**src/hdl/rpmc_defines.svh**
```systemverilog
/*
  Offsets, field positions, reset values and timing counts of the reset and
  power mode controller. Assumes inclusion by bare name from hdl/.
*/
`ifndef RPMC_DEFINES_SVH
`define RPMC_DEFINES_SVH

// ==========================================
// Register byte offsets
`define RPMC_OFF_SRC      12'h000
`define RPMC_OFF_CFG      12'h004
`define RPMC_OFF_MODE     12'h008
`define RPMC_OFF_STAT     12'h00C
`define RPMC_OFF_BOOT     12'h010

// ==========================================
// Reset source flag positions
`define RPMC_SRC_PIN      0
`define RPMC_SRC_POF      1
`define RPMC_SRC_BOF      2
`define RPMC_SRC_WDT      3
`define RPMC_SRC_SWR      4
`define RPMC_SRC_BRK      5
`define RPMC_SRC_W        6

// ==========================================
// Config fields
`define RPMC_CFG_RPE      0
`define RPMC_CFG_BOD_EN   1
`define RPMC_CFG_BOD_IRQ  2
`define RPMC_CFG_RC_SYS   3
`define RPMC_CFG_RTC_EN   4
`define RPMC_CFG_CMP_PD   5
`define RPMC_CFG_SWRST    6
`define RPMC_CFG_RESET    8'h02

// ==========================================
// Mode field encodings
`define RPMC_MODE_RUN     2'h0
`define RPMC_MODE_IDLE    2'h1
`define RPMC_MODE_PD      2'h2
`define RPMC_MODE_TPD     2'h3

// ==========================================
// Timing
`define RPMC_CLK_MHZ      100
`define RPMC_HOLD_NS      200
`define RPMC_HOLD_CYC     ((`RPMC_HOLD_NS * `RPMC_CLK_MHZ + 999) / 1000)

`endif

```
**src/hdl/rpmc_pkg.sv**
```systemverilog
/*
  Types shared by the reset and power mode controller files.
  Assumes rpmc_defines.svh sits in the same folder.
*/
package rpmc_pkg;
  typedef enum logic [1:0] {
    RPMC_RUN,
    RPMC_IDLE,
    RPMC_PD,
    RPMC_TPD
  } rpmc_mode_t;
  typedef logic [5:0] rpmc_src_t;
endpackage

```
**src/hdl/rpmc_if.sv**
```systemverilog
/*
  Interface between the controller top and its reset hold counter.
  Assumes one clock and one synchronised reset from the top.
*/
`timescale 1ns/10ps
`default_nettype none
interface rpmc_if;
  logic any_req;
  logic core_rst;
  modport ctl (output any_req, input core_rst);
  modport hold (input any_req, output core_rst);
endinterface
`default_nettype wire

```
**src/hdl/rpmc_hold.sv**
```systemverilog
/*
  Reset hold counter: keeps the core in reset while any request stands and
  for a short hold after. Assumes requests are synchronous to mclk.
*/
`timescale 1ns/10ps
`default_nettype none
`include "rpmc_defines.svh"
module rpmc_hold #(
  parameter int HOLD_CYC = `RPMC_HOLD_CYC
) (
  input  wire logic mclk,
  input  wire logic rst_n,
  rpmc_if.hold      bus
);
  logic [7:0] cnt_q;
  logic [7:0] cnt_d;
  logic       rst_q;
  logic       rst_d;

  always_comb begin
    cnt_d = cnt_q;
    rst_d = rst_q;
    if (bus.any_req) begin
      cnt_d = 8'(HOLD_CYC);
      rst_d = 1'b1;
    end else if (cnt_q != 8'h00) begin
      cnt_d = cnt_q - 8'h01;
    end else begin
      rst_d = 1'b0;
    end
  end

  always_ff @(posedge mclk or negedge rst_n) begin
    if (!rst_n) begin
      cnt_q <= 8'h00;
      rst_q <= 1'b1;
    end else begin
      cnt_q <= cnt_d;
      rst_q <= rst_d;
    end
  end

  assign bus.core_rst = rst_q;

  AST_HOLD_RELEASE: assert property (@(posedge mclk) disable iff (!rst_n)
    bus.any_req |=> bus.core_rst [*2])
    else $error("core reset released too early");
endmodule
`default_nettype wire

```
**src/hdl/rpmc_top.sv**
```systemverilog
/*
  Reset and power mode controller: collects reset causes into sticky flags,
  chooses the fetch vector, sequences idle and power-down modes and gates
  the monitors and RC oscillator. Assumes AXI4-Lite master on mclk, reset
  pin and monitor inputs asynchronous, power-on detect as a level.
*/
// Our own choices: the AXI4-Lite slave port and the address map.
`timescale 1ns/10ps
`default_nettype none
`include "rpmc_defines.svh"
module rpmc_top
  import rpmc_pkg::*;
#(
  parameter int HOLD_CYC = `RPMC_HOLD_CYC
) (
  input  wire logic        mclk,
  input  wire logic        rstn,
  input  wire logic        por_det,
  input  wire logic        shared_reset_input_pin,
  input  wire logic        bod_det,
  input  wire logic        brownout_enable_fuse,
  input  wire logic        wdt_rst_req,
  input  wire logic        brk_det,
  input  wire logic        boot_status_bit,
  input  wire logic        isp_force,
  input  wire logic [7:0]  boot_vector,
  input  wire logic        wake_irq,
  input  wire logic        pd_wake_irq,
  output logic             core_rst,
  output logic [15:0]      fetch_addr,
  output logic             pin_digital_in,
  output logic             bod_irq,
  output logic             cpu_halt,
  output logic             osc_run,
  output logic             rc_osc_run,
  output logic             bod_run,
  output logic             cmp_run,
  output logic             wdt_run,
  output logic             rtc_run,
  input  wire logic [11:0] s_axi_awaddr,
  input  wire logic        s_axi_awvalid,
  output logic             s_axi_awready,
  input  wire logic [31:0] s_axi_wdata,
  input  wire logic [3:0]  s_axi_wstrb,
  input  wire logic        s_axi_wvalid,
  output logic             s_axi_wready,
  output logic [1:0]       s_axi_bresp,
  output logic             s_axi_bvalid,
  input  wire logic        s_axi_bready,
  input  wire logic [11:0] s_axi_araddr,
  input  wire logic        s_axi_arvalid,
  output logic             s_axi_arready,
  output logic [31:0]      s_axi_rdata,
  output logic [1:0]       s_axi_rresp,
  output logic             s_axi_rvalid,
  input  wire logic        s_axi_rready
);
  // ==========================================
  // Reset release and input synchronisers
  logic [1:0] rs_q;
  logic       rst_n;
  logic [1:0] pin_s_q;
  logic [1:0] por_s_q;
  logic [1:0] bod_s_q;
  logic [1:0] brk_s_q;

  always_ff @(posedge mclk or negedge rstn) begin
    if (!rstn) begin
      rs_q    <= 2'h0;
      pin_s_q <= 2'h3;
      por_s_q <= 2'h3;
      bod_s_q <= 2'h0;
      brk_s_q <= 2'h0;
    end else begin
      rs_q    <= {rs_q[0], 1'b1};
      pin_s_q <= {pin_s_q[0], shared_reset_input_pin};
      por_s_q <= {por_s_q[0], por_det};
      bod_s_q <= {bod_s_q[0], bod_det};
      brk_s_q <= {brk_s_q[0], brk_det};
    end
  end
  assign rst_n = rs_q[1];

  logic pin_lvl;
  logic por_lvl;
  logic bod_lvl;
  logic brk_lvl;
  assign pin_lvl = pin_s_q[1];
  assign por_lvl = por_s_q[1];
  assign bod_lvl = bod_s_q[1];
  assign brk_lvl = brk_s_q[1];

  // ==========================================
  // Registers
  logic [5:0]  src_q,  src_d;
  logic [7:0]  cfg_q,  cfg_d;
  rpmc_mode_t  mode_q, mode_d;
  logic        boot_q, boot_d;
  logic        pup_q,  pup_d;
  logic        rst_prev_q;
  logic        aw_q, aw_d, w_q, w_d, b_q, b_d, r_q, r_d;
  logic [11:0] awa_q, awa_d;
  logic [31:0] wd_q, wd_d, rd_q, rd_d;
  logic [1:0]  br_q, br_d, rr_q, rr_d;

  // ==========================================
  // Reset requests
  logic bod_on;
  logic bod_rst_req;
  logic pin_rst_req;
  logic sw_req;
  logic any_req;
  logic wr_fire;

  assign bod_on = cfg_q[`RPMC_CFG_BOD_EN] && (mode_q != RPMC_TPD);
  assign bod_rst_req = bod_on && bod_lvl && !cfg_q[`RPMC_CFG_BOD_IRQ];
  assign bod_irq     = bod_on && bod_lvl && cfg_q[`RPMC_CFG_BOD_IRQ];
  // pin as reset only when enabled or during power-up
  assign pin_rst_req = !pin_lvl && (cfg_q[`RPMC_CFG_RPE] || pup_q);
  assign pin_digital_in = pin_lvl;
  assign sw_req = cfg_q[`RPMC_CFG_SWRST];
  assign any_req = por_lvl || pin_rst_req || bod_rst_req || wdt_rst_req
                   || sw_req || brk_lvl;

  rpmc_if hif ();
  assign hif.any_req = any_req;
  assign core_rst    = hif.core_rst;

  rpmc_hold #(.HOLD_CYC(HOLD_CYC)) u_hold (
    .mclk  (mclk),
    .rst_n (rst_n),
    .bus   (hif)
  );

  // ==========================================
  // Source flags, config, mode, boot choice
  always_comb begin
    src_d  = src_q;
    cfg_d  = cfg_q;
    mode_d = mode_q;
    boot_d = boot_q;
    pup_d  = pup_q;
    if (wr_fire && s_axi_wstrb[0]) begin
      case (awa_q)
        `RPMC_OFF_SRC:  src_d = src_q & wd_q[5:0];
        `RPMC_OFF_CFG:  cfg_d = {1'b0, wd_q[6:0]};
        `RPMC_OFF_MODE: mode_d = rpmc_mode_t'(wd_q[1:0]);
        default:        ;
      endcase
    end
    if (pin_rst_req) src_d[`RPMC_SRC_PIN] = 1'b1;
    if (bod_rst_req) src_d[`RPMC_SRC_BOF] = 1'b1;
    if (wdt_rst_req) src_d[`RPMC_SRC_WDT] = 1'b1;
    if (sw_req)      src_d[`RPMC_SRC_SWR] = 1'b1;
    if (brk_lvl)     src_d[`RPMC_SRC_BRK] = 1'b1;
    if (any_req) begin
      cfg_d[`RPMC_CFG_SWRST] = 1'b0;
      mode_d = RPMC_RUN;
    end else if (wake_irq && mode_q == RPMC_IDLE) begin
      mode_d = RPMC_RUN;
    end else if (pd_wake_irq && (mode_q == RPMC_PD || mode_q == RPMC_TPD)) begin
      mode_d = RPMC_RUN;
    end
    if (por_lvl) begin
      src_d = 6'h00;
      src_d[`RPMC_SRC_POF] = 1'b1;
      src_d[`RPMC_SRC_BOF] = 1'b1;
      pup_d = 1'b1;
      cfg_d = `RPMC_CFG_RESET;
    end else if (!core_rst) begin
      pup_d = 1'b0;
    end
    if (core_rst && !rst_prev_q) boot_d = 1'b0;
    if (brk_lvl || (por_lvl && isp_force)) boot_d = 1'b1;
  end

  always_ff @(posedge mclk or negedge rst_n) begin
    if (!rst_n) begin
      src_q      <= 6'h06;
      cfg_q      <= `RPMC_CFG_RESET;
      mode_q     <= RPMC_RUN;
      boot_q     <= 1'b0;
      pup_q      <= 1'b1;
      rst_prev_q <= 1'b1;
    end else begin
      src_q      <= src_d;
      cfg_q      <= cfg_d;
      mode_q     <= mode_d;
      boot_q     <= boot_d;
      pup_q      <= pup_d;
      rst_prev_q <= core_rst;
    end
  end

  assign fetch_addr = (boot_q || boot_status_bit) ? {boot_vector, 8'h00} : 16'h0000;

  // ==========================================
  // Power gating
  logic lp;
  assign lp       = (mode_q == RPMC_PD) || (mode_q == RPMC_TPD);
  assign cpu_halt = (mode_q != RPMC_RUN);
  assign osc_run  = !lp;
  assign wdt_run  = 1'b1;
  assign rtc_run  = cfg_q[`RPMC_CFG_RTC_EN];
  assign bod_run  = bod_on;
  assign cmp_run  = !cfg_q[`RPMC_CFG_CMP_PD] && (mode_q != RPMC_TPD);
  assign rc_osc_run = !lp || (cfg_q[`RPMC_CFG_RC_SYS] && cfg_q[`RPMC_CFG_RTC_EN]);

  // ==========================================
  // AXI4-Lite slave, one access each way
  assign wr_fire = aw_q && w_q && !b_q;

  always_comb begin
    aw_d = aw_q; w_d = w_q; b_d = b_q; r_d = r_q;
    awa_d = awa_q; wd_d = wd_q; rd_d = rd_q; br_d = br_q; rr_d = rr_q;
    if (s_axi_awvalid && s_axi_awready) begin
      aw_d  = 1'b1;
      awa_d = s_axi_awaddr;
    end
    if (s_axi_wvalid && s_axi_wready) begin
      w_d  = 1'b1;
      wd_d = s_axi_wdata;
    end
    if (wr_fire) begin
      aw_d = 1'b0;
      w_d  = 1'b0;
      b_d  = 1'b1;
      br_d = (awa_q == `RPMC_OFF_SRC || awa_q == `RPMC_OFF_CFG
              || awa_q == `RPMC_OFF_MODE) ? 2'h0 : 2'h2;
    end
    if (b_q && s_axi_bready) b_d = 1'b0;
    if (s_axi_arvalid && s_axi_arready) begin
      r_d  = 1'b1;
      rr_d = 2'h0;
      case (s_axi_araddr)
        `RPMC_OFF_SRC:  rd_d = {26'h0, src_q};
        `RPMC_OFF_CFG:  rd_d = {24'h0, cfg_q};
        `RPMC_OFF_MODE: rd_d = {30'h0, mode_q};
        `RPMC_OFF_STAT: rd_d = {26'h0, bod_irq, bod_lvl, pin_lvl, cpu_halt, lp, core_rst};
        `RPMC_OFF_BOOT: rd_d = {16'h0, fetch_addr};
        default: begin
          rd_d = 32'h0;
          rr_d = 2'h2;
        end
      endcase
    end
    if (r_q && s_axi_rready) r_d = 1'b0;
  end

  always_ff @(posedge mclk or negedge rst_n) begin
    if (!rst_n) begin
      aw_q <= 1'b0; w_q <= 1'b0; b_q <= 1'b0; r_q <= 1'b0;
      awa_q <= 12'h000; wd_q <= 32'h0; rd_q <= 32'h0;
      br_q <= 2'h0; rr_q <= 2'h0;
    end else begin
      aw_q <= aw_d; w_q <= w_d; b_q <= b_d; r_q <= r_d;
      awa_q <= awa_d; wd_q <= wd_d; rd_q <= rd_d;
      br_q <= br_d; rr_q <= rr_d;
    end
  end

  assign s_axi_awready = !aw_q && !b_q;
  assign s_axi_wready  = !w_q && !b_q;
  assign s_axi_bvalid  = b_q;
  assign s_axi_bresp   = br_q;
  assign s_axi_arready = !r_q;
  assign s_axi_rvalid  = r_q;
  assign s_axi_rdata   = rd_q;
  assign s_axi_rresp   = rr_q;

  // ==========================================
  // Checks
  AST_POR_FLAGS: assert property (@(posedge mclk) disable iff (!rst_n)
    por_lvl |=> (src_q == 6'h06))
    else $error("power-on flags wrong");
  AST_STICKY: assert property (@(posedge mclk) disable iff (!rst_n)
    (!por_lvl && !wr_fire) |=> ((src_q & $past(src_q)) == $past(src_q)))
    else $error("flag lost without clear");
  AST_PIN_GATE: assert property (@(posedge mclk) disable iff (!rst_n)
    (!cfg_q[`RPMC_CFG_RPE] && !pup_q) |-> !pin_rst_req)
    else $error("pin reset while disabled");
  AST_BOD_OFF: assert property (@(posedge mclk) disable iff (!rst_n)
    !cfg_q[`RPMC_CFG_BOD_EN] |-> (!bod_irq && !bod_rst_req))
    else $error("brownout active while disabled");
  AST_TPD_OFF: assert property (@(posedge mclk) disable iff (!rst_n)
    (mode_q == RPMC_TPD) |-> (!bod_run && !cmp_run && !osc_run))
    else $error("monitors on in total power-down");
  AST_WAKE: assert property (@(posedge mclk) disable iff (!rst_n)
    any_req |=> (mode_q == RPMC_RUN))
    else $error("reset did not end low power");
  AST_BOOT: assert property (@(posedge mclk) disable iff (!rst_n)
    brk_lvl |=> (fetch_addr == {boot_vector, 8'h00}))
    else $error("break reset not at boot address");
  AST_RC: assert property (@(posedge mclk) disable iff (!rst_n)
    (lp && !cfg_q[`RPMC_CFG_RTC_EN]) |-> !rc_osc_run)
    else $error("RC oscillator left running");
  // Power-up forces the pin into its reset role
  AST_PUP_PIN: assert property (@(posedge mclk) disable iff (!rst_n)
    (pup_q && !pin_lvl) |-> pin_rst_req)
    else $error("pin ignored during power-up");
  AST_PD_OSC: assert property (@(posedge mclk) disable iff (!rst_n)
    lp |-> (!osc_run && wdt_run))
    else $error("oscillator running in power-down");
  AST_FETCH_ZERO: assert property (@(posedge mclk) disable iff (!rst_n)
    (!boot_q && !boot_status_bit) |-> (fetch_addr == 16'h0000))
    else $error("fetch not from zero");
endmodule
`default_nettype wire

```
**config.mk**
```make
export PLATFORM = sky130hd
export DESIGN_NAME = rpmc_top
export DESIGN_NICKNAME = d
export VERILOG_FILES = /design/src/hdl/rpmc_pkg.sv /design/src/hdl/rpmc_if.sv /design/src/hdl/rpmc_hold.sv /design/src/hdl/rpmc_top.sv
export VERILOG_INCLUDE_DIRS = /design/src /design/src/hdl
export SDC_FILE = /design/constraint.sdc
export NUM_CORES = 1
export LEC_CHECK = 0
export BUFFER_PORTS_ARGS = -buffer_cell sky130_fd_sc_hd__buf_2
export CAP_MARGIN = 10
export CORE_MARGIN = 2
export CORE_UTILIZATION = 39
export DETAILED_ROUTE_END_ITERATION = 16
export PLACE_DENSITY = 0.67
export SETUP_SLACK_MARGIN = 0.2
export SLEW_MARGIN = 15
export SYNTH_ARGS = -nofsm -noshare
export SYNTH_HDL_FRONTEND = slang
export SYNTH_SLANG_ARGS = --single-unit
```
**constraint.sdc**
```tcl
create_clock -name mclk -period 2.25 [get_ports mclk]
set_input_delay 0.675 -clock mclk [delete_from_list [all_inputs] [get_ports mclk]]
set_output_delay 0.675 -clock mclk [all_outputs]
set_load 0.01 [all_outputs]
```
==> impl_metrics.tcl <==
set metrics [dict create \
    fp.dieW_microns 100 \
    cts_tree "done" \
    dp_hpwl_microns 5710 \
    setup_slack_ns 0.196 \
    htreeDepth 3 \
    vias 2710 \
    max_clock_freq_mhz 487 \
    critPathMaxFanout 3 \
    timing.max_cap.violations 0 \
    worst_r2r_path_depth 6 \
    finalNetCount 527 \
    antenna_found_initial 0 \
    ys_ff_latch 77 \
    clock-root-buffer "clkbuf_8" \
    power.switching_mw 1.03 \
    end_kind "primary output" \
    power_leakage_nw 2.09 \
    num_rows 35 \
    start_util 0.398 \
    drtIter0Drc 65 \
    synth_edf_count 0 \
    synth_top_family_by_area "simple AND/OR/NAND/NOR gates" \
    die_h_microns 100 \
    critPathKind "flop to primary output" \
    clock_latency_ns 0.36 \
    clkTransAtPathRegs_ns 0.08 \
    die-area_sq_um 10100 \
    ir_drop_uv 546 \
    async_reset_ff_frac 1.00 \
    syn_area_sq_um 3620 \
    power_mw 3.49 \
    vias_per_cell 4.87 \
    fin_hold_ws_ns 0.166 \
    yosys-top-cells-area "dfrtp_1 46%, dfstp_2 7.3%, buf_4 5.8%" \
    power_density_nw_per_um2 790 \
    synth-seq-area-share 0.536 \
    wl_per_cell_microns 13.6 \
    mostFrequentLayoutCells "93 x buf_2, 65 x dfrtp_1, 29 x conb_1" \
    p_int_mw 2.46 \
    cts_sinks 77 \
    cts_made_buffers 9 \
    ant_nets 0 \
    synthAdderAreaFrac 0.00691 \
    cp.required_ns 1.57 \
    pre_cts_slack_ns 0.106 \
    final_max_slew_viol_count 0 \
    fin_crit_sh 0.913 \
    fin_area_sq_um 4410 \
    post-route-util 0.485 \
    rsz0062_at_grt "true" \
    track_usage 0.161 \
    stdcell_count 556 \
    syn_to_final_growth_pct 21.9 \
    drt_drc_violations_left 0 \
    arrival_ns 1.38 \
    gp_congestion 0.881 \
    p_comb_frac 0.179 \
    synth_xor_area_frac 0.00726 \
    drt_pass1_iterations 4 \
    port_buffers 94 \
    startpoint_type "flop" \
    skew_ns 0.0184 \
    relSlewSlack 0.627 \
    overflow 0 \
    cts_buffer_depth 2 \
    routed_wl_microns 7580 \
    synth.largest_area_cell "dfrtp_1" \
    ys.flop_type "dfrtp_1" \
    grt_max_degree 45 \
    netlist.area_leader.share 0.463 \
    period_needed_ns 2.05 \
    synthCells 336 \
    synth_compound_area_frac 0.0905 \
    ctsHoldBuffers 0 \
    diodes 0 \
    muxShareOfSynthArea 0.101 \
    synthDistinctLibCells 48 \
    final_hold_viol_count 0 \
    grt_pass1_vias 2665 \
    mostFrequentLayoutCell "buf_2" \
    tns_ns 0 \
    pin_count 152 \
    yosys.area_share.simple 0.165 \
    yosysWarnings 0 \
    synth_area_per_cell_sq_um 10.8 \
    p_sw_frac 0.294 \
    worstMarginPinSlew_ns 0.559 \
    p_clk_frac 0.294 \
    grt_pass1_wl_microns 12600 \
    design.core.area_sq_um 9110 \
    finalSetupViolations 0 \
    status "completed" \
    hp-class "primary input to async pin" \
    seqPwrFrac 0.527 \
    drive_above_1_share 0.387 \
    dp_cells 537 \
    postPlaceCellArea_sq_um 4150 \
]
==> path summary, 6_finish.rpt <==
| check | start | endpoint | slack, ns |
|---|---|---|---|
| setup reg to reg | u_hold.cnt_q[0] | u_hold.cnt_q[3] | 0.35 |
| setup / recovery | cfg_q[1] | bod_irq | 0.20 |
| hold reg to reg | rs_q[1] | s_axi_rresp[1] | 0.26 |
| min in group mclk | rs_q[0] | rs_q[1] | 0.34 |
| max in group asynchronous | rs_q[1] | u_hold.bus.core_rst | 1.29 |
| hold / removal | rstn | bod_s_q[0] | 0.17 |
==> worst max-delay path, cell delays in order, from the launching register on <==
cell,delay (ns)
dfstp_2,0.55
a21boi_4,0.18
and3_4,0.21
buf_6,0.10
==> registers in the layout (all words and copies together) (netlist names), 2 cells and up <==
signal,flops
bod_s_q,2
mode_q,2
pin_s_q,2
rs_q,2
por_s_q,2
s_axi_rdata,15
cfg_q,7
u_hold.cnt_q,8
src_q,6
wd_q,7
awa_q,12
brk_s_q,2
==> power by group through the flow <==
stage                     logic (mW)  registers (mW)  clock network (mW)
after floorplan                0.474            1.78                   0
after detailed placement       0.628            1.85                   0
after CTS                      0.629            1.83                1.06
final                          0.625            1.84                1.02
after global routing           0.712            1.88                1.12
after global placement         0.608            1.83                   0
==> cells in the mapped netlist, types with 3 or more instances <==
master     n
dfrtp_1   67
nand2_1   33
buf_4     28
nor2_1    25
inv_1     18
mux2_2    18
o21ai_0   15
mux2i_1   14
a21oi_1   13
nand2b_1  13
dfstp_2   10
o21ai_1    8
clkbuf_1   6
nor4_1     6
a31oi_1    5
a21o_1     4
buf_2      4
and3_1     3
nand3_1    3
nor3b_2    3
==> area by class of cell <==
| cell class | count | area (sq um) |
|---|---|---|
| sequential | 77 | 1940 |
| inverter | 18 | 67.6 |
| multi-input combinational | 229 | 1500 |
| tap | 111 | 139 |
| clock buffer | 11 | 131 |
| timing repair buffer | 105 | 576 |
| fill | 862 | 4690 |
| clock inverter | 5 | 58.8 |
==> logic make-up after synthesis <==
family                   Yosys count
buffers and inverters             57
multiplexers                      33
AND/OR/NAND/NOR                  108
other                              2
flip-flops                        77
XOR/XNOR                           3
AO/OA/AOI/OAI                     54
adder cells (fa/ha/maj)            2
==> metal layers <==
layer | track usage | share of wire
met4 | 0.0632 | 0.014
met5 | 0 | 0
met1 | 0.203 | 0.44
met2 | 0.267 | 0.48
met3 | 0.0411 | 0.068
==> what timing repair did <==
action	4_1_cts	5_1_grt
buffers inserted	0	3
pin swaps	0	3
setup endpoints to repair	10	22
gates resized for setup	3	13
Power figures use the tool's default switching activity.
